**config.mk**
```make
export PLATFORM = sky130hd
export DESIGN_NAME = clock_gen_i2c_config
export DESIGN_NICKNAME = d
export VERILOG_FILES = /design/src/core/clkgen_pkg.sv /design/src/core/clock_gen_i2c_config.sv /design/src/core/reg_seq_table.sv
export VERILOG_INCLUDE_DIRS = /design/src /design/src/core
export SDC_FILE = /design/constraint.sdc
export NUM_CORES = 1
export LEC_CHECK = 0
export ABC_AREA = 1
export ABC_CLOCK_PERIOD_IN_PS = 6800
export BUFFER_PORTS_ARGS = -buffer_cell sky130_fd_sc_hd__buf_4
export CAP_MARGIN = 30
export CORE_MARGIN = 2
export CORE_UTILIZATION = 55
export CTS_BUF_LIST = sky130_fd_sc_hd__clkbuf_2 sky130_fd_sc_hd__clkbuf_4 sky130_fd_sc_hd__clkbuf_8
export CTS_CLUSTER_SIZE = 40
export DETAILED_ROUTE_END_ITERATION = 6
export GPL_ROUTABILITY_DRIVEN = 0
export GPL_TIMING_DRIVEN = 0
export PLACE_DENSITY = 0.82
export SKIP_CTS_REPAIR_TIMING = 1
export SYNTH_ARGS = -nofsm -noshare
export SYNTH_HDL_FRONTEND = slang
export SYNTH_SLANG_ARGS = --single-unit
```
**constraint.sdc**
```tcl
create_clock -name clk -period 6.8 [get_ports clk]
set_input_delay 1.36 -clock clk [delete_from_list [all_inputs] [get_ports clk]]
set_output_delay 1.36 -clock clk [all_outputs]
set_load 0.005 [all_outputs]
```
**src/core/clkgen_cfg.svh**
```systemverilog
`ifndef CLKGEN_CFG_SVH
`define CLKGEN_CFG_SVH
// Functional notes
// RULE_01 - Reset is synchronous, active low; 0 holds reset, 1 runs.
// RULE_02 - A run starts only on a rising edge of config_trigger.
// RULE_03 - programming_complete is 0 during a run, 1 after all writes.
// RULE_04 - Block is I2C master: drives serial clock, data is bidirectional.
// RULE_05 - Four-channel variant programs each channel from its own select.
// RULE_06 - Select codes: 0 down, 1..7 give 644.53125 down to 100 MHz.
// RULE_07 - Single-select variant: 0000 275, 0001 250, 0010 225 MHz.
// RULE_08 - New selects plus a new start edge reprogram the chip.
// RULE_09 - Register values sit in an editable table in a sequencer module.
// RULE_10 - I2C device address is 0xEE in 8-bit write form.
// RULE_11 - Outside logic holds chip enable low and ties chip reset to system reset.
// RULE_12 - Serial clock at most 400 kHz; start, address, data, stop, ack check.
// ==========================================================
// Bus, table and select constants
`define DEV_ADDR_W 8'hEE
`define QTR_DIV 8'h0F
`define BYTES_PER_WR 2'h3
`define ENTRY_CNT 6'h1C
`define SEL_BASE 4'h0
`define SEL_SINGLE_MAX 4'h2
`endif

```
**src/core/clkgen_pkg.sv**
```systemverilog
package clkgen_pkg;
  typedef enum logic [6:0] {
    ST_IDLE = 7'h01,
    ST_LOAD = 7'h02,
    ST_START = 7'h04,
    ST_BIT = 7'h08,
    ST_ACK = 7'h10,
    ST_STOP = 7'h20,
    ST_DONE = 7'h40
  } ctl_state_t;
endpackage

```
**src/core/clock_gen_i2c_config.sv**
```systemverilog
`include "clkgen_cfg.svh"
// ==========================================================
// I2C loader for an external clock generator
module clock_gen_i2c_config
  import clkgen_pkg::*;
(
  input wire logic clk,
  input wire logic resetn,
  input wire logic ce,
  input wire logic config_trigger,
  input wire logic single_mode,
  input wire logic [11:0] channel_freq_select,
  input wire logic [3:0] memory_clk_freq_select,
  input wire logic sda_in,
  output logic scl_out_r,
  output logic sda_oe_r,
  output logic programming_complete_r,
  output logic ack_error_r
);
  ctl_state_t st_r, st_nxt;
  logic [1:0] trg_sync_r;
  logic trg_d_r;
  logic [1:0] sda_sync_r;
  logic [7:0] div_r;
  logic [1:0] ph_r;
  logic [5:0] idx_r;
  logic [1:0] byte_r;
  logic [2:0] bit_r;
  logic [7:0] sh_r;
  logic [15:0] entry_r;
  // ==========================================================
  // Input synchronisers and start edge
  wire logic trg_rise = trg_sync_r[1] & ~trg_d_r; // [RULE_02] [RULE_08]
  wire logic tick = (div_r == `QTR_DIV); // Quarter SCL period, 50 ns x 16 x 4 = 3.2 us [RULE_12]
  wire logic last_ph = tick && ph_r == 2'h3;
  wire logic entry_skip = entry_r[15:8] == 8'hFE;
  always_ff @(posedge clk)
  begin
    if (!resetn) // [RULE_01]
    begin
      trg_sync_r <= 2'h0;
      trg_d_r <= 1'b0;
      sda_sync_r <= 2'h3;
    end
    else if (ce)
    begin
      trg_sync_r <= {trg_sync_r[0], config_trigger};
      trg_d_r <= trg_sync_r[1];
      sda_sync_r <= {sda_sync_r[0], sda_in};
    end
  end
  reg_seq_table u_table
  (
    .clk(clk),
    .ce(ce),
    .idx(idx_r),
    .ch_sel(channel_freq_select),
    .mem_sel(memory_clk_freq_select),
    .single_mode(single_mode),
    .entry_r(entry_r)
  );
  // ==========================================================
  // Sequencer
  always_comb
  begin
    st_nxt = st_r;
    case (st_r)
      ST_IDLE, ST_DONE: if (trg_rise) st_nxt = ST_LOAD;
      ST_LOAD: if (last_ph) st_nxt = entry_skip ? ST_DONE : ST_START;
      ST_START: if (last_ph) st_nxt = ST_BIT;
      ST_BIT: if (last_ph && bit_r == 3'h0) st_nxt = ST_ACK;
      ST_ACK: if (last_ph) st_nxt = (byte_r == 2'h1 || ack_error_r) ? ST_STOP : ST_BIT;
      ST_STOP: if (last_ph) st_nxt = ST_LOAD;
      default: st_nxt = ST_IDLE;
    endcase
  end
  // Last cycle of the high SCL phases (end of phase 2) samples acknowledge [RULE_12]
  wire logic nack = st_r == ST_ACK && tick && ph_r == 2'h2 && sda_sync_r[1];
  always_ff @(posedge clk)
  begin
    if (!resetn) // [RULE_01]
    begin
      st_r <= ST_IDLE;
      div_r <= 8'h00;
      ph_r <= 2'h0;
      idx_r <= 6'h00;
      byte_r <= 2'h0;
      bit_r <= 3'h7;
      sh_r <= 8'h00;
      scl_out_r <= 1'b1;
      sda_oe_r <= 1'b0;
      programming_complete_r <= 1'b0;
      ack_error_r <= 1'b0;
    end
    else if (ce)
    begin
      st_r <= st_nxt;
      div_r <= tick ? 8'h00 : div_r + 8'h01;
      if (tick)
        ph_r <= ph_r + 2'h1;
      if (trg_rise && (st_r == ST_IDLE || st_r == ST_DONE))
      begin
        idx_r <= `ENTRY_CNT - `ENTRY_CNT; // Restart table at entry zero
        programming_complete_r <= 1'b0; // [RULE_03]
        ack_error_r <= 1'b0;
        ph_r <= 2'h0;
        div_r <= 8'h00;
      end
      if (nack)
        ack_error_r <= 1'b1;
      case (st_r)
        ST_LOAD:
        begin
          scl_out_r <= 1'b1;
          sda_oe_r <= 1'b0;
          sh_r <= `DEV_ADDR_W; // [RULE_10]
          byte_r <= `BYTES_PER_WR;
          bit_r <= 3'h7;
          if (last_ph && entry_skip)
            programming_complete_r <= 1'b1; // [RULE_03]
        end
        ST_START:
        begin
          sda_oe_r <= ph_r >= 2'h1; // SDA falls while SCL high [RULE_12]
          scl_out_r <= ph_r < 2'h3;
        end
        ST_BIT:
        begin
          scl_out_r <= ph_r == 2'h1 || ph_r == 2'h2; // [RULE_04]
          sda_oe_r <= ~sh_r[7]; // Open drain: only ever pull low
          if (last_ph)
          begin
            sh_r <= {sh_r[6:0], 1'b0};
            bit_r <= bit_r - 3'h1;
          end
        end
        ST_ACK:
        begin
          scl_out_r <= ph_r == 2'h1 || ph_r == 2'h2;
          sda_oe_r <= 1'b0; // Release for the slave [RULE_04]
          if (last_ph)
          begin
            byte_r <= byte_r - 2'h1;
            bit_r <= 3'h7;
            sh_r <= (byte_r == 2'h3) ? entry_r[15:8] : entry_r[7:0];
          end
        end
        ST_STOP:
        begin
          scl_out_r <= ph_r != 2'h0;
          sda_oe_r <= ph_r < 2'h2; // SDA rises while SCL high [RULE_12]
          if (last_ph)
            idx_r <= idx_r + 6'h01; // Skip-sentinel ends the walk [RULE_09]
        end
        default:
        begin
          scl_out_r <= 1'b1;
          sda_oe_r <= 1'b0;
        end
      endcase
    end
  end
endmodule

```
**src/core/reg_seq_table.sv**
```systemverilog
`include "clkgen_cfg.svh"
// ==========================================================
// Register sequencer table: index -> {addr, data}
module reg_seq_table
(
  input wire logic clk,
  input wire logic ce,
  input wire logic [5:0] idx,
  input wire logic [11:0] ch_sel,
  input wire logic [3:0] mem_sel,
  input wire logic single_mode,
  output logic [15:0] entry_r
);
  // Per-frequency divider byte; edit here to add frequencies [RULE_09]
  function automatic logic [7:0] ch_div(input logic [2:0] s);
    case (s)
      3'h1: ch_div = 8'h08; // 644.53125 MHz [RULE_06]
      3'h2: ch_div = 8'h10; // 322.26 MHz
      3'h3: ch_div = 8'h11; // 312.25 MHz
      3'h4: ch_div = 8'h15; // 250 MHz
      3'h5: ch_div = 8'h22; // 156.25 MHz
      3'h6: ch_div = 8'h2A; // 125 MHz
      3'h7: ch_div = 8'h35; // 100 MHz
      default: ch_div = 8'h00;
    endcase
  endfunction
  function automatic logic [7:0] mem_div(input logic [3:0] s);
    case (s)
      4'h0: mem_div = 8'h13; // 275 MHz [RULE_07]
      4'h1: mem_div = 8'h15; // 250 MHz
      4'h2: mem_div = 8'h18; // 225 MHz
      default: mem_div = 8'h13;
    endcase
  endfunction
  // Four entries per channel; anything past channel 3 reads as the end sentinel
  wire logic [1:0] ch_n = idx[3:2];
  wire logic tbl_end = idx[5:4] != 2'h0;
  wire logic [3:0] ch_lsb = {1'b0, ch_n, 1'b0} + {2'h0, ch_n};
  wire logic [2:0] ch_s = ch_sel[ch_lsb +: 3];
  wire logic [7:0] div_b = single_mode ? mem_div(mem_sel) : ch_div(ch_s);
  // Powered-down channel: output driver disabled, divider entry still written with div_b 00 [RULE_05]
  wire logic [7:0] en_b = (single_mode || ch_s != 3'h0) ? 8'h01 : 8'h00;
  logic [15:0] entry;
  always_comb
  begin
    case (idx[1:0])
      2'h0: entry = {4'h1, 2'h0, ch_n, 2'h0, ch_n, 4'h0} | 16'h0000;
      2'h1: entry = {8'h2A, 6'h0, ch_n} + {8'h00, div_b};
      2'h2: entry = {4'h3, 2'h0, ch_n, en_b};
      2'h3: entry = {8'h1C, 8'h01};
      default: entry = {8'hFE, 8'h00};
    endcase
    if (tbl_end)
      entry = {8'hFE, 8'h00};
  end
  always_ff @(posedge clk)
  begin
    if (ce)
      entry_r <= entry;
  end
endmodule

```
==> flow_summary.json <==
{
  "drc": 0,
  "grt_pass1_vias": 3069,
  "gr-total-overflow": 0,
  "finalSetupViolCount": 0,
  "antenna_found_initial": 0,
  "cts_tree": "built",
  "yosys-top-cells-count": "nand2_1, inv_1, nor2_1",
  "fill_cells": 563,
  "outcome": "complete, no violations",
  "rows": 29,
  "yosysMostFrequentCell": "nand2_1",
  "clock-sinks": 59,
  "die_w_um": 85.4,
  "fin_nets": 584,
  "p_leak_nw": 1.85,
  "grt_setup_unrepaired": "no",
  "critPathMaxFanout": 11,
  "period_minus_slack_ps": 3420,
  "setup-tns-final_ps": 0,
  "synthTopCellsByArea": "dfxtp_1, edfxtp_1, nand2_1",
  "clock_latency_ps": 340,
  "yosysTopAreaCellShare": 0.247,
  "clock_skew_ps": 12.5,
  "wl_per_cell_um": 12.7,
  "dp_cells": 609,
  "synth_flop_cell": "dfxtp_1",
  "worst_slew_pin_slew_ps": 566,
  "layoutNonFillerInstCount": 625,
  "hold_viol": 0,
  "syn_avg_cell_area_um2": 7.19,
  "period_share": 0.502,
  "syn_nets": 548,
  "synth-edff-count": 14,
  "cp_data_required_time_ps": 6890,
  "areaGrowthSynthToFinish_pct": 13.0,
  "drt-pass1-iter-count": 5,
  "grt_pass1_wl_mm": 13.4,
  "crit_type": "register to register",
  "top_usage_layer": "met2",
  "peakVddDrop_mv": 0.164,
  "htree_levels": 3,
  "synth-seq-cells": 59,
  "slew_viol_final": 0,
  "ys_warn_count": 0,
  "netlist_area_um2": 3650,
  "use_met1": 0.302,
  "grt_max_degree": 16,
  "met2_usage": 0.369,
  "vias": 3383,
  "wl_mm": 7.91,
  "core_area_um2": 6390,
  "fmax_ghz": 0.293,
  "clkTransAtPathRegs_ps": 70,
  "initial_core_util": 0.571,
  "dp_hpwl_mm": 6.06,
  "min_path_type": "register to register",
  "p_per_area_nw_per_um2": 216,
  "die_y_um": 85.4,
  "portBuffers": 25,
  "ant_nets": 0,
  "dieArea_um2": 7300,
  "synth_top_area_cell": "dfxtp_1",
  "num_antenna_cells": 0,
  "track_usage": 0.231,
  "end_kind": "register",
  "cts_made_buffers": 9,
  "cp.arrival_ps": 3510,
  "drt_iter0_drc": 215,
  "slew_headroom": 0.623,
  "drive_above_1_share": 0.157,
  "ys_async_sr_fraction": 0,
  "synth_cell_types": 50,
  "clockRootBuffer": "clkbuf_8",
  "synth_cells": 507,
  "viasPerCell": 5.41,
  "use_met3": 0.0409,
  "startpoint_type": "register",
  "pin_count": 26,
  "ys_seq_area_frac": 0.362,
  "cts_buffer_depth": 2,
  "cap_violations": 0
}
-- layer usage --
metal	vias up	wire, um
met5	-	0
li1	1726	-
met3	19	428
met2	107	3680
met1	1531	3590
met4	0	210
-- flip-flops by register name (all words and copies together) (netlist names) --
signal,flops
ack_error_r,1
bit_r,3
byte_r,2
div_r,8
idx_r,6
ph_r,2
programming_complete_r,1
scl_out_r,1
sda_oe_r,1
sda_sync_r,2
sh_r,8
st_r,7
trg_d_r,1
trg_sync_r,2
u_table.entry_r,14
-- worst max-delay path, stage by stage (launching register included) --
cell and delay (ps):
dfxtp_1 390, buf_6 160, inv_4 60, buf_6 140, ha_1 280, buf_4 160, inv_1 100, nor2_1 230
nand2_1 110, nand2_1 70, inv_1 30, nand2_1 80, nand2_1 50, nand2_1 120, nand3_1 140, a31oi_1 180
ha_1 190, inv_1 60, fa_1 370, inv_1 80, nand3_1 70, nand2_1 60, nor2_1 40
-- where the power goes --
part	total, mW	switching, mW	internal (mW)
combinational	0.187	0.123	0.0638
sequential	0.394	0.0140	0.380
clock	0.310	0.142	0.168
total	0.891	0.280	0.612
-- metrics by stage --
stage               worst slack [ps]  power, mW  instance area [um2]  utilization  hold slack [ps]
floorplan                       3670      0.538                 3650            -              428
global placement                3380      0.581                 3930        0.616              443
detailed placement              3340      0.586                 3930        0.616              445
CTS                             3410      0.893                 4120        0.646              462
global route                    3050      0.938                 4120        0.646              507
finish                          3380      0.891                 4120        0.646              459
-- path summary, 6_finish.rpt --
| path | start | to | slack, ps | cells after the start |
|---|---|---|---|---|
| worst min-delay path | sda_sync_r[0] | sda_sync_r[0] | 460 | 2 |
| worst max register to register | idx_r[2] | u_table.entry_r[2] | 3380 | 22 |
| worst max-delay path | idx_r[2] | u_table.entry_r[2] | 3380 | 22 |
| worst min register to register | sda_sync_r[0] | sda_sync_r[0] | 460 | 2 |
-- cell usage in the layout (no fill, tap or decap), types with 5 or more instances in the layout --
cell and n:
a21oi_1 30, buf_4 27, buf_6 5, clkbuf_8 9, dfxtp_1 45, edfxtp_1 14
ha_1 18, inv_1 64, inv_2 9, nand2_1 109, nand3_1 44, nand4_1 7
nor2_1 60, nor3_1 6, o21ai_0 25
-- cells by family (layout without fill, tap and decap cells) --
| group | Yosys count | count (layout) | share of synthesized area |
|---|---|---|---|
| AO/OA/AOI/OAI | 84 | 84 | 0.138 |
| XOR/XNOR | 4 | 4 | 0.00961 |
| adder cells (fa/ha/maj) | 19 | 19 | 0.0672 |
| buffers and inverters | 88 | 129 | 0.104 |
| flip-flops | 59 | 59 | 0.362 |
| other | 1 | 1 | 0.00103 |
| AND/OR/NAND/NOR | 252 | 252 | 0.318 |
-- final cells by class --
class / instances / area (um2) / area share
Buffer: 14 / 100 / 0.0243
Clock buffer: 9 / 124 / 0.0300
Clock inverter: 7 / 67.6 / 0.0164
Inverter: 74 / 280 / 0.0680
Multi-Input combinational cell: 360 / 1950 / 0.472
Sequential cell: 59 / 1320 / 0.320
Tap cell: 77 / 96.3 / 0.0234
Timing Repair Buffer: 25 / 188 / 0.0455
(Power assumes the default switching activity.)
